==> src/core/utrovl_pkg.sv <==
/*
  Shared constants for the under-temperature reaction and input-overvoltage limit block.
  Assumes a 25 MHz core clock and a two-page management port.
*/
package utrovl_pkg;

  // Core clock and retry timing.
  localparam int CLK_HZ        = 25_000_000;
  localparam int RETRY_STEP_MS = 25;
  localparam int RETRY_LONG_MS = 175;
  localparam int RETRY_STEP_CYC = RETRY_STEP_MS * (CLK_HZ / 1000);
  localparam logic [2:0] RETRY_LONG_UNITS = 3'(RETRY_LONG_MS / RETRY_STEP_MS);

  // Management port.
  localparam logic [6:0] SLAVE_ADDR = 7'h40;  // Arbitrary value.
  localparam int PAGES = 2;
  localparam logic [3:0] BYTE_BITS = 4'h8;

  // Command codes.
  localparam logic [7:0] CMD_PAGE     = 8'h00;
  localparam logic [7:0] CMD_CLEAR    = 8'h03;
  localparam logic [7:0] CMD_UT_REACT = 8'h54;
  localparam logic [7:0] CMD_VIN_OV   = 8'h55;
  localparam logic [7:0] CMD_STATUS   = 8'hd0;
  localparam logic [7:0] RD_UNMAPPED  = 8'hff;

  // Reset values.
  localparam logic [7:0]  UT_REACT_RST = 8'h84;
  localparam logic [15:0] VIN_OV_RST   = 16'h0640;

  // Reaction byte fields.
  localparam int REACT_HI = 7;
  localparam int REACT_LO = 6;
  localparam int RETRY_HI = 5;
  localparam int RETRY_LO = 3;
  localparam int DELAY_HI = 2;
  localparam int DELAY_LO = 0;
  localparam logic [1:0] REACT_CONTINUE = 2'h0;
  localparam logic [1:0] REACT_DISABLE  = 2'h2;
  localparam logic [2:0] RETRY_ENDLESS  = 3'h7;
  localparam logic [2:0] DELAY_LONG     = 3'h7;

  // Status byte bits.
  localparam int STAT_UT = 0;
  localparam int STAT_OV = 1;

  // Clearing hysteresis in degrees Celsius.
  localparam logic signed [16:0] UT_HYST_DEGC = 17'sh00005;

  typedef enum logic [1:0] {
    RS_RUN   = 2'b00,
    RS_LATCH = 2'b01,
    RS_WAIT  = 2'b10,
    RS_OFF   = 2'b11
  } utrovl_rail_e;

  typedef enum logic [2:0] {
    BS_IDLE = 3'b000,
    BS_RX   = 3'b001,
    BS_ACK  = 3'b010,
    BS_TX   = 3'b011,
    BS_MACK = 3'b100
  } utrovl_bus_e;

endpackage

==> src/core/utrovl_retry.sv <==
/*
  Per-page under-temperature detector with hysteresis and the fault reaction
  and retry sequencer that gates the rail.
  Assumes measurements and rail controls come from logic on sys_clk.
*/
`timescale 1ns/1ns
module utrovl_retry #(
  parameter int STEP_CYC = utrovl_pkg::RETRY_STEP_CYC
) (
  // Clock and reset
  input  wire logic               sys_clk,
  input  wire logic               arst_n,
  // Configuration
  input  wire logic [7:0]         reaction,
  input  wire logic signed [15:0] ut_limit,
  // Measurement and rail control
  input  wire logic signed [15:0] stage_temp,
  input  wire logic               rail_on,
  input  wire logic               bias_ok,
  input  wire logic               other_fault,
  // Results
  output logic                    out_en_ff,
  output logic                    ut_active_ff
);

  utrovl_pkg::utrovl_rail_e state_ff;
  utrovl_pkg::utrovl_rail_e nxt_state;
  logic [23:0]              step_ff;
  logic [23:0]              nxt_step;
  logic [2:0]               units_ff;
  logic [2:0]               nxt_units;
  logic                     nxt_out_en;
  logic                     nxt_ut_active;
  logic signed [16:0]       clear_lvl;
  logic                     rail_ok;
  logic                     trip;
  logic [1:0]               react_f;
  logic [2:0]               retry_f;
  logic [2:0]               delay_f;
  logic [2:0]               delay_units;

  ////////////////////////////////////////////////////////////////////////////////
  always_comb begin
    react_f = reaction[utrovl_pkg::REACT_HI:utrovl_pkg::REACT_LO];
    retry_f = reaction[utrovl_pkg::RETRY_HI:utrovl_pkg::RETRY_LO];
    delay_f = reaction[utrovl_pkg::DELAY_HI:utrovl_pkg::DELAY_LO];
    // Code seven is the long delay, the others count whole steps.
    delay_units = (delay_f == utrovl_pkg::DELAY_LONG) ? utrovl_pkg::RETRY_LONG_UNITS
                                                       : delay_f;
    clear_lvl = $signed({ut_limit[15], ut_limit}) + utrovl_pkg::UT_HYST_DEGC;
    nxt_ut_active = ut_active_ff;
    if (!ut_active_ff && (stage_temp < ut_limit)) begin
      nxt_ut_active = 1'b1;
    end else if (ut_active_ff && ($signed({stage_temp[15], stage_temp}) >= clear_lvl)) begin
      nxt_ut_active = 1'b0;
    end
    rail_ok = rail_on && bias_ok && !other_fault;
    // Unsupported reaction codes keep regulating.
    trip = ut_active_ff && (react_f == utrovl_pkg::REACT_DISABLE);
    nxt_state = state_ff;
    nxt_step  = step_ff;
    nxt_units = units_ff;
    unique case (state_ff)
      utrovl_pkg::RS_RUN: begin
        if (!rail_ok) begin
          nxt_state = utrovl_pkg::RS_OFF;
        end else if (trip) begin
          if (retry_f == utrovl_pkg::RETRY_ENDLESS) begin
            nxt_state = utrovl_pkg::RS_WAIT;
            nxt_step  = '0;
            nxt_units = delay_units;
          end else begin
            nxt_state = utrovl_pkg::RS_LATCH;
          end
        end
      end
      utrovl_pkg::RS_LATCH: begin
        if (!rail_ok) begin
          nxt_state = utrovl_pkg::RS_OFF;
        end
      end
      utrovl_pkg::RS_WAIT: begin
        if (!rail_ok) begin
          nxt_state = utrovl_pkg::RS_OFF;
        end else if (units_ff == 3'h0) begin
          nxt_state = utrovl_pkg::RS_RUN;
        end else if (step_ff == 24'(STEP_CYC - 1)) begin
          nxt_step  = '0;
          nxt_units = units_ff - 3'h1;
        end else begin
          nxt_step = step_ff + 24'h000001;
        end
      end
      utrovl_pkg::RS_OFF: begin
        if (rail_ok) begin
          nxt_state = utrovl_pkg::RS_RUN;
        end
      end
    endcase
    nxt_out_en = (nxt_state == utrovl_pkg::RS_RUN);
  end

  always_ff @(posedge sys_clk or negedge arst_n) begin
    if (!arst_n) begin
      state_ff     <= utrovl_pkg::RS_OFF;
      step_ff      <= '0;
      units_ff     <= 3'h0;
      out_en_ff    <= 1'b0;
      ut_active_ff <= 1'b0;
    end else begin
      state_ff     <= nxt_state;
      step_ff      <= nxt_step;
      units_ff     <= nxt_units;
      out_en_ff    <= nxt_out_en;
      ut_active_ff <= nxt_ut_active;
    end
  end
endmodule

==> src/core/utrovl_top.sv <==
/*
  Management-port slave holding the paged under-temperature reaction and
  input-overvoltage threshold settings, fault flags and the alert line.
  Assumes the serial clock and data pins come from outside the clock domain.
*/
`timescale 1ns/1ns
module utrovl_top #(
  parameter int STEP_CYC = utrovl_pkg::RETRY_STEP_CYC
) (
  // Clock and reset
  input  wire logic                      sys_clk,
  input  wire logic                      arst_n,
  // Management port pins
  input  wire logic                      scl_pin,
  input  wire logic                      sda_pin_in,
  output logic                           sda_pin_out_ff,
  output logic                           sda_pin_oe_ff,
  output logic                           bus_alert_line_n_out_ff,
  output logic                           bus_alert_line_n_oe_ff,
  // Measurements and limits
  input  wire logic signed [1:0][15:0]   stage_temp,
  input  wire logic signed [1:0][15:0]   undertemp_fault_threshold,
  input  wire logic        [15:0]        vin_meas,
  // Rail control
  input  wire logic        [1:0]         rail_on,
  input  wire logic                      bias_ok,
  input  wire logic        [1:0]         other_fault,
  output logic             [1:0]         rail_out_en,
  // Fault flags
  output logic             [1:0]         ut_flag_ff,
  output logic             [1:0]         ov_flag_ff
);

  logic                     scl_meta_ff, scl_sync_ff, scl_prev_ff;
  logic                     sda_meta_ff, sda_sync_ff, sda_prev_ff;
  logic                     scl_rise, scl_fall, bus_start, bus_stop;
  utrovl_pkg::utrovl_bus_e  bstate_ff, nxt_bstate;
  logic [7:0]               shreg_ff, nxt_shreg;
  logic [3:0]               bitcnt_ff, nxt_bitcnt;
  logic [1:0]               idx_ff, nxt_idx;
  logic                     addr_ff, nxt_addr;
  logic                     rd_ff, nxt_rd;
  logic                     nack_ff, nxt_nack;
  logic                     nxt_sda_oe;
  logic [7:0]               cmd_ff, nxt_cmd;
  logic [7:0]               lo_ff, nxt_lo;
  logic                     page_ff, nxt_page;
  logic [1:0][7:0]          react_ff, nxt_react;
  logic [1:0][15:0]         thr_ff, nxt_thr;
  logic [1:0]               nxt_ut_flag, nxt_ov_flag;
  logic                     clear_req;
  logic [1:0]               ut_active;
  logic [15:0]              rd_word;
  logic [7:0]               rd_byte;

  ////////////////////////////////////////////////////////////////////////////////
  // Pin synchronisers; only the second and third stages are looked at.
  always_ff @(posedge sys_clk or negedge arst_n) begin
    if (!arst_n) begin
      scl_meta_ff <= 1'b1;
      scl_sync_ff <= 1'b1;
      scl_prev_ff <= 1'b1;
      sda_meta_ff <= 1'b1;
      sda_sync_ff <= 1'b1;
      sda_prev_ff <= 1'b1;
    end else begin
      scl_meta_ff <= scl_pin;
      scl_sync_ff <= scl_meta_ff;
      scl_prev_ff <= scl_sync_ff;
      sda_meta_ff <= sda_pin_in;
      sda_sync_ff <= sda_meta_ff;
      sda_prev_ff <= sda_sync_ff;
    end
  end

  assign scl_rise  = scl_sync_ff && !scl_prev_ff;
  assign scl_fall  = !scl_sync_ff && scl_prev_ff;
  assign bus_start = scl_sync_ff && scl_prev_ff && sda_prev_ff && !sda_sync_ff;
  assign bus_stop  = scl_sync_ff && scl_prev_ff && !sda_prev_ff && sda_sync_ff;

  ////////////////////////////////////////////////////////////////////////////////
  // Read data for the selected command and page, low byte first.
  always_comb begin
    unique case (cmd_ff)
      utrovl_pkg::CMD_PAGE:     rd_word = {15'h0000, page_ff};
      utrovl_pkg::CMD_UT_REACT: rd_word = {8'h00, react_ff[page_ff]};
      utrovl_pkg::CMD_VIN_OV:   rd_word = thr_ff[page_ff];
      utrovl_pkg::CMD_STATUS: begin
        rd_word = 16'h0000;
        rd_word[utrovl_pkg::STAT_UT] = ut_flag_ff[page_ff];
        rd_word[utrovl_pkg::STAT_OV] = ov_flag_ff[page_ff];
      end
      default:                  rd_word = {8'h00, utrovl_pkg::RD_UNMAPPED};
    endcase
    rd_byte = (idx_ff == 2'h0) ? rd_word[7:0] : rd_word[15:8];
  end

  ////////////////////////////////////////////////////////////////////////////////
  // Byte engine and register writes.
  always_comb begin
    nxt_bstate = bstate_ff;
    nxt_shreg  = shreg_ff;
    nxt_bitcnt = bitcnt_ff;
    nxt_idx    = idx_ff;
    nxt_addr   = addr_ff;
    nxt_rd     = rd_ff;
    nxt_nack   = nack_ff;
    nxt_sda_oe = sda_pin_oe_ff;
    nxt_cmd    = cmd_ff;
    nxt_lo     = lo_ff;
    nxt_page   = page_ff;
    nxt_react  = react_ff;
    nxt_thr    = thr_ff;
    clear_req  = 1'b0;
    if (bus_start) begin
      nxt_bstate = utrovl_pkg::BS_RX;
      nxt_bitcnt = 4'h0;
      nxt_addr   = 1'b1;
      nxt_sda_oe = 1'b0;
    end else if (bus_stop) begin
      nxt_bstate = utrovl_pkg::BS_IDLE;
      nxt_sda_oe = 1'b0;
    end else begin
      unique case (bstate_ff)
        utrovl_pkg::BS_IDLE: ;
        utrovl_pkg::BS_RX: begin
          if (scl_rise && bitcnt_ff != utrovl_pkg::BYTE_BITS) begin
            nxt_shreg  = {shreg_ff[6:0], sda_sync_ff};
            nxt_bitcnt = bitcnt_ff + 4'h1;
          end else if (scl_fall && bitcnt_ff == utrovl_pkg::BYTE_BITS) begin
            nxt_bitcnt = 4'h0;
            nxt_bstate = utrovl_pkg::BS_ACK;
            nxt_sda_oe = 1'b1;
            if (addr_ff) begin
              nxt_addr = 1'b0;
              nxt_idx  = 2'h0;
              nxt_rd   = shreg_ff[0];
              if (shreg_ff[7:1] != utrovl_pkg::SLAVE_ADDR) begin
                nxt_bstate = utrovl_pkg::BS_IDLE;
                nxt_sda_oe = 1'b0;
              end
            end else begin
              if (idx_ff != 2'h3) begin
                nxt_idx = idx_ff + 2'h1;
              end
              unique case (idx_ff)
                2'h0: begin
                  nxt_cmd   = shreg_ff;
                  clear_req = (shreg_ff == utrovl_pkg::CMD_CLEAR);
                end
                2'h1: begin
                  nxt_lo = shreg_ff;
                  if (cmd_ff == utrovl_pkg::CMD_PAGE && shreg_ff < 8'(utrovl_pkg::PAGES)) begin
                    nxt_page = shreg_ff[0];
                  end
                  if (cmd_ff == utrovl_pkg::CMD_UT_REACT) begin
                    nxt_react[page_ff] = shreg_ff;
                  end
                end
                2'h2: begin
                  if (cmd_ff == utrovl_pkg::CMD_VIN_OV) begin
                    nxt_thr[page_ff] = {shreg_ff, lo_ff};
                  end
                end
                2'h3: ;
              endcase
            end
          end
        end
        utrovl_pkg::BS_ACK: begin
          if (scl_fall) begin
            if (rd_ff) begin
              nxt_bstate = utrovl_pkg::BS_TX;
              nxt_shreg  = rd_byte;
              nxt_sda_oe = !rd_byte[7];
              nxt_bitcnt = 4'h1;
            end else begin
              nxt_bstate = utrovl_pkg::BS_RX;
              nxt_sda_oe = 1'b0;
            end
          end
        end
        utrovl_pkg::BS_TX: begin
          if (scl_fall) begin
            if (bitcnt_ff == utrovl_pkg::BYTE_BITS) begin
              nxt_bstate = utrovl_pkg::BS_MACK;
              nxt_sda_oe = 1'b0;
            end else begin
              nxt_sda_oe = !shreg_ff[6];
              nxt_shreg  = {shreg_ff[6:0], 1'b0};
              nxt_bitcnt = bitcnt_ff + 4'h1;
            end
          end
        end
        utrovl_pkg::BS_MACK: begin
          if (scl_rise) begin
            nxt_nack = sda_sync_ff;
          end else if (scl_fall) begin
            if (nack_ff) begin
              nxt_bstate = utrovl_pkg::BS_IDLE;
            end else begin
              nxt_bstate = utrovl_pkg::BS_TX;
              nxt_idx    = (idx_ff == 2'h3) ? idx_ff : idx_ff + 2'h1;
              nxt_shreg  = rd_word[15:8];
              nxt_sda_oe = !rd_word[15];
              nxt_bitcnt = 4'h1;
            end
          end
        end
        default: nxt_bstate = utrovl_pkg::BS_IDLE;
      endcase
    end
    // Flags latch the fault level until a clear; a clear in the same cycle loses.
    for (int p = 0; p < utrovl_pkg::PAGES; p++) begin
      nxt_ut_flag[p] = (ut_flag_ff[p] && !clear_req) || ut_active[p];
      nxt_ov_flag[p] = (ov_flag_ff[p] && !clear_req) || (vin_meas > thr_ff[p]);
    end
  end

  always_ff @(posedge sys_clk or negedge arst_n) begin
    if (!arst_n) begin
      bstate_ff               <= utrovl_pkg::BS_IDLE;
      shreg_ff                <= 8'h00;
      bitcnt_ff               <= 4'h0;
      idx_ff                  <= 2'h0;
      addr_ff                 <= 1'b0;
      rd_ff                   <= 1'b0;
      nack_ff                 <= 1'b0;
      sda_pin_oe_ff           <= 1'b0;
      sda_pin_out_ff          <= 1'b0;
      cmd_ff                  <= 8'h00;
      lo_ff                   <= 8'h00;
      page_ff                 <= 1'b0;
      react_ff                <= {utrovl_pkg::PAGES{utrovl_pkg::UT_REACT_RST}};
      thr_ff                  <= {utrovl_pkg::PAGES{utrovl_pkg::VIN_OV_RST}};
      ut_flag_ff              <= 2'h0;
      ov_flag_ff              <= 2'h0;
      bus_alert_line_n_oe_ff  <= 1'b0;
      bus_alert_line_n_out_ff <= 1'b0;
    end else begin
      bstate_ff               <= nxt_bstate;
      shreg_ff                <= nxt_shreg;
      bitcnt_ff               <= nxt_bitcnt;
      idx_ff                  <= nxt_idx;
      addr_ff                 <= nxt_addr;
      rd_ff                   <= nxt_rd;
      nack_ff                 <= nxt_nack;
      sda_pin_oe_ff           <= nxt_sda_oe;
      sda_pin_out_ff          <= 1'b0;
      cmd_ff                  <= nxt_cmd;
      lo_ff                   <= nxt_lo;
      page_ff                 <= nxt_page;
      react_ff                <= nxt_react;
      thr_ff                  <= nxt_thr;
      ut_flag_ff              <= nxt_ut_flag;
      ov_flag_ff              <= nxt_ov_flag;
      bus_alert_line_n_oe_ff  <= |{nxt_ut_flag, nxt_ov_flag};
      bus_alert_line_n_out_ff <= 1'b0;
    end
  end

  ////////////////////////////////////////////////////////////////////////////////
  // One reaction sequencer per page.
  for (genvar g = 0; g < utrovl_pkg::PAGES; g++) begin : g_page
    utrovl_retry #(
      .STEP_CYC (STEP_CYC)
    ) u_retry (
      .sys_clk      (sys_clk),
      .arst_n       (arst_n),
      .reaction     (react_ff[g]),
      .ut_limit     (undertemp_fault_threshold[g]),
      .stage_temp   (stage_temp[g]),
      .rail_on      (rail_on[g]),
      .bias_ok      (bias_ok),
      .other_fault  (other_fault[g]),
      .out_en_ff    (rail_out_en[g]),
      .ut_active_ff (ut_active[g])
    );
  end
endmodule

==> config.mk <==
export PLATFORM = sky130hd
export DESIGN_NAME = utrovl_top
export DESIGN_NICKNAME = d
export VERILOG_FILES = /design/src/core/utrovl_pkg.sv /design/src/core/utrovl_retry.sv /design/src/core/utrovl_top.sv
export SDC_FILE = /design/constraint.sdc
export NUM_CORES = 1
export LEC_CHECK = 0
export ABC_AREA = 1
export BUFFER_PORTS_ARGS = -buffer_cell sky130_fd_sc_hd__buf_2
export CORE_MARGIN = 2
export CORE_UTILIZATION = 40
export DETAILED_ROUTE_END_ITERATION = 8
export SETUP_SLACK_MARGIN = 0.1
export SYNTH_ARGS = -nofsm -noshare
export SYNTH_HDL_FRONTEND = slang
export SYNTH_HIERARCHICAL = 1
export SYNTH_SLANG_ARGS = --single-unit
==> constraint.sdc <==
create_clock -name sys_clk -period 3.91 [get_ports sys_clk]
set_input_delay 0.782 -clock sys_clk [delete_from_list [all_inputs] [get_ports sys_clk]]
set_output_delay 0.782 -clock sys_clk [all_outputs]
set_load 0.01 [all_outputs]
Yosys cells after proc, flatten, opt, wreduce, memory -nomap -nowiden
Index checks and enable logic that the tools add are counted.
- input port bits: 89
- flip-flop bits (word level): 159
- output and inout bits: 10
- order comparisons: 9
- bitwise operators: 4
- reductions and logical operators: 78
- mux-type cells: 136
- add/sub/neg operators: 8
- eq/ne operators: 72
- operator list (operator ; number):
    two-way mux 24 bit ; 12
    two-way mux 8 bit ; 12
    one-hot mux 24 bit (2 select lines) ; 2
    two-way mux 3 bit ; 23
    one-hot mux 16 bit (4 select lines) ; 1
    two-way mux 2 bit ; 26
    adder 24 x 1 -> 24 bit, second input constant ; 2
    == test 24 x 20 -> 1 bit, second input constant ; 2
    two-way mux 16 bit ; 3
    two-way mux 4 bit ; 11
    != test 4 bit, second input constant ; 10
    AND reduction 8 bit ; 5
    adder 16 x 4 -> 17 bit, second input constant ; 2
    >= comparator 16 x 17 -> 1 bit ; 2
    two-way mux 1 bit ; 33
    bitwise mux 32 bit ; 1
    > comparator 16 bit ; 2
    less-than comparator 16 bit ; 2
    != test 2 bit, second input constant ; 16
    one-hot mux 8 bit (4 select lines) ; 1
    AND reduction 7 bit ; 4
    != test 3 bit, second input constant ; 9
    logical AND 1 bit ; 25
    != test 2 x 1 -> 1 bit, second input constant ; 10
    40 further kinds ; 91

Depth between registers and ports, before layout
- depth in word-level cells: 12
- depth in mapped cells: 19
- gate-level depth less buffers: 19

Cells and area by module
The synthesis kept the hierarchy.
- by module, submodules not included (module ; area an instance (sq um) ; cells each ; instances ; sequential area each (sq um)):
    utrovl_retry ; 3219.3 ; 491 ; 2 ; 778.2
    utrovl_top ; 5850.6 ; 755 ; 1 ; 2447.3

Worst setup path after synthesis
No wires, ideal clock.
- path kind: input port to flip-flop
- from: in undertemp_fault_threshold[0] (netlist name)
- to: reg g_page[0].u_retry.ut_active_ff
- data required time: 3793 ps
- cell stages on the path: 18
- setup time: 117 ps
- arrival time: 2628 ps
- path slack: 1165 ps
- path through: ha_1 > nor2_1 > nor2_1 > nand2_1 > nor2_1 > nand4_1 > o21ai_0 > nand2_1 > ha_1 > nand2_1 > nor2_1 > nand3b_1 > nor2_1 > nor2_1 > nand2_1 > nand2_1 > nand3_1 > nand2_1
- cells in the longest elaborated chain, start to end: 4
- elaborated cells on any way between the ends: 7
- classes of those cells: 1 x add/sub; 2 x order compare; 1 x mux; 3 x reduce/logical
- RTL lines (element ; line ; text):
    start, declared ; utrovl_top.sv:22 ; input wire logic signed [1:0][15:0] undertemp_fault_threshold,
    adder 16 x 4 -> 17 bit ; utrovl_retry.sv:50 ; clear_lvl = $signed({ut_limit[15], ut_limit}) + utrovl_pkg::UT_HYST_DEGC;
    >= comparator 16 x 17 -> 1 bit ; utrovl_retry.sv:54 ; end else if (ut_active_ff && ($signed({stage_temp[15], stage_temp}) >= clear_lvl)) begin
    logical AND 1 bit ; utrovl_retry.sv:54 ;
    nonzero test 2 bit (no source line) ; -- ;
    end signal, assigned ; utrovl_retry.sv:115 ; ut_active_ff <= nxt_ut_active;
    end, declared ; utrovl_retry.sv:23 ; output logic ut_active_ff
Several ways; a longest one is shown, not always the timed one.
A chain may end at the register's enable or synchronous reset.

Worst setup path after layout
Ends and elaborated chain as after synthesis.

==> results.md <==
- Outcome: completed
- DRC viols: 0
- Reg-to-Reg Start: g_page[0].u_retry/state_ff[1]
- Maxcap violations: 0
- Final Util: 44.9%
- Share of layout cells above drive strength 1: 13.1%
- HP Class: input port to async pin
- Peak VDD IR: 255 uV
- # port buffers: 96
- Setup TNS: 0 ps
- EDFF count, synth: 0
- Crit path time final: 2790 ps
- Initial DRC Count: 925
- Post-DP HPWL: 23900 um
- First-pass GRT wire length: 53000 um
- Unique cell type count in the Yosys netlist: 45
- Reg2Reg Setup Slack: 1380 ps
- DR vias: 11300
- Cell family with most CP delay: simple AND/OR/NAND/NOR gates
- Pin count of the biggest net entering global routing: 72
- Final worst path period share: 71.4%
- Hold Vio Cnt, Final: 0
- RePlAce Congestion: 0.925
- Cell Count, Final, Fillers Out: 2233
- Yosys reg bits: 159
- Dpl cells: 2201
- Power Density: 375 nW/um2
- Most frequent cell after synthesis: nand2_1
- Crit end category: flop
- Final Max Slew Viols: 0
- Warnings, synthesis: 6
- Area grow syn2layout: 11.3%
- Final setup viols: 0
- Syn Area/Cell: 7.08 um2
- Final Power: 5.13 mW
- Crit Path Class: input port to flop
- CP max FO: 3
- Max_slew headroom: 48.5%
- Clk sinks: 159
- Peak Freq: 358 MHz
- Fill count: 3140
- Drt wl/cell: 13.9 um
- Worst Tran Pin Value: 771 ps
- Post-synth top area share: 28.3%
- RSZ-0062 raised after global routing: no
- Num CTS Buffers: 17
- Initial Util: 40.4%
- Via density per instance: 5.06
- CTS Buffer Depth: 2
- Register-to-Register Path Depth: 9
- Critical path depth: 19
- Worst path slowest cell: ha_1
- Top cells by area, synth: dfrtp_1 (28%), nand2_1 (15%), ha_1 (11%), inv_1 (7.0%), nor2_1 (5.0%)
- Chip Height: 179 um
- Chip width: 179 um
- Rows: 64
- Std-Cell Core Area: 30400 um2
- Critical-path cell list: buf_2 -> ha_1 -> nor2_1 -> nor2_1 -> nand2_1 -> nor2_1 -> nand4_1 -> o21ai_0 -> nand2_1 -> ha_1 -> nand2_1 -> nor2_1 -> nand3b_1 -> nor2_1 -> nor2_1 -> nand2_1 -> nand2_1 -> nand3_1 -> nand2_1
- CP bufs+invs: 1
- Final-stage net count: 2025
- Synth top cells by count: nand2_1 (483), inv_1 (230), nor2_1 (164)
- Synth Instances: 1737
- Sequential element share of the synthesized area: 32.6%
- Top FF cell, synth: dfrtp_1
- Post-CTS Resized: 0
- Dpl cell area: 13100 um2
- Post-Syn Area: 12300 um2
- CP required: 4230 ps
- CTS tree: done
- Grt total ovfl: 0
- Number of global-route vias before repair: 10800
- WL final: 31100 um
- Worst reg2reg path endpoint: g_page[0].u_retry/step_ff[13]
- Antenna violations before repair: 0
- Clock skew: 13.6 ps
- Leak pwr: 6.71 nW
- ANT cells: 0
- Die area: 32100 um2
- Routed Antenna Nets: 0
- Pre-Repair DR Iteration Count: 6
- I/O pin cnt: 99
- Worst Path Arrival: 3110 ps
- Total GRT Usage: 20.5%
- CTS Hold Bufs: 0
- Clk slew on worst S/H paths: 70 ps
- Setup Fix Bufs, Post-CTS: 0
- Post-synth top area cell: dfrtp_1
- Skew-Pair Late Insertion Delay: 430 ps
- Root buffer cell: clkbuf_16
- Worst path max stage delay: 300 ps
- Startpoint Class: input port
- Design area: 13700 um2
- Ys async rst share: 100%
- H-tree depth: 4
==> state kept, by name (all words and copies together) (netlist names), 2 cells and up <==
name,cells
g_page.u_retry/out_en_ff,2
g_page.u_retry/step_ff,48
idx_ff,2
ov_flag_ff,2
bitcnt_ff,4
shreg_ff,8
bstate_ff,3
g_page.u_retry/units_ff,6
thr_ff,32
ut_flag_ff,2
cmd_ff,8
lo_ff,8
react_ff,16
g_page.u_retry/state_ff,4
g_page.u_retry/ut_active_ff,2
==> power by group <==
| part | leakage, nW | switching, mW | internal [mW] |
|---|---|---|---|
| combinational | 4.51 | 1.04 | 0.482 |
| clock | 0.263 | 0.748 | 0.892 |
| sequential | 1.93 | 0.178 | 1.79 |
| total | 6.71 | 1.97 | 3.17 |
==> cell usage in the layout, fill, tap and decap left out, types with 14 or more instances in the layout <==
| cell type | Yosys | layout |
|---|---|---|
| a21oi_1 | 53 | 53 |
| buf_2 | 11 | 95 |
| clkbuf_16 | 0 | 17 |
| dfrtp_1 | 139 | 139 |
| dfstp_2 | 20 | 20 |
| ha_1 | 112 | 112 |
| inv_1 | 230 | 230 |
| nand2_1 | 483 | 483 |
| nand2_2 | 14 | 14 |
| nand3_1 | 102 | 102 |
| nand4_1 | 64 | 64 |
| nor2_1 | 164 | 164 |
| nor3_1 | 26 | 26 |
| o21ai_0 | 111 | 111 |
| o21ai_1 | 36 | 36 |
| o21ai_2 | 24 | 24 |
| xor2_1 | 27 | 27 |
==> stage by stage <==
stage	worst slack (ps)	hold slack [ps]
2_1_floorplan	1160	345
3_3_place_gp	825	345
3_5_place_dp	721	347
4_1_cts	1170	357
5_1_grt	815	360
6_report	1120	345
==> kinds of logic (layout without fill, tap and decap cells) <==
family	Yosys count	after routing	share of synthesized area, %
adders and majority gates	112	112	11.4
DFF	159	159	32.6
other	1	2	0.0305
muxes	2	2	0.163
xor gates and xnor gates	28	28	2.00
buffers and inverters	273	372	9.09
and+or+nand+nor	907	907	33.0
AOI/OAI and AO/OA	255	255	11.8
==> area by class of cell <==
type / count / area [um2] / area share (%)
Inverter: 240 / 908 / 6.64
Clock inverter: 13 / 133 / 0.970
Timing Repair Buffer: 100 / 529 / 3.87
Sequential cell: 159 / 4000 / 29.3
Multi-Input combinational cell: 1306 / 7170 / 52.4
Clock buffer: 19 / 433 / 3.17
Tap cell: 396 / 495 / 3.62
==> per-layer routing <==
metal  up-vias  share of wire, %  wire (um)  GRT usage (%)
met2       288                47      14600           34.6
li1       5839                 -          -              -
met4         0               1.5        460           5.51
met1      5138                46      14300           27.1
met5         -                 0          0              0
met3        32               5.2       1630           3.44
==> worst max path at each step <==
stage                                       startpoint                              to  slack, ps
after floorplan           undertemp_fault_threshold[0]  g_page[0].u_retry/ut_active_ff       1160
after global placement    undertemp_fault_threshold[0]  g_page[0].u_retry/ut_active_ff        830
after detailed placement  undertemp_fault_threshold[0]  g_page[0].u_retry/ut_active_ff        720
after CTS                 undertemp_fault_threshold[0]  g_page[0].u_retry/ut_active_ff       1170
after global routing      undertemp_fault_threshold[0]  g_page[0].u_retry/ut_active_ff        820
final                     undertemp_fault_threshold[0]  g_page[0].u_retry/ut_active_ff       1120
(Power assumes the default switching activity.)
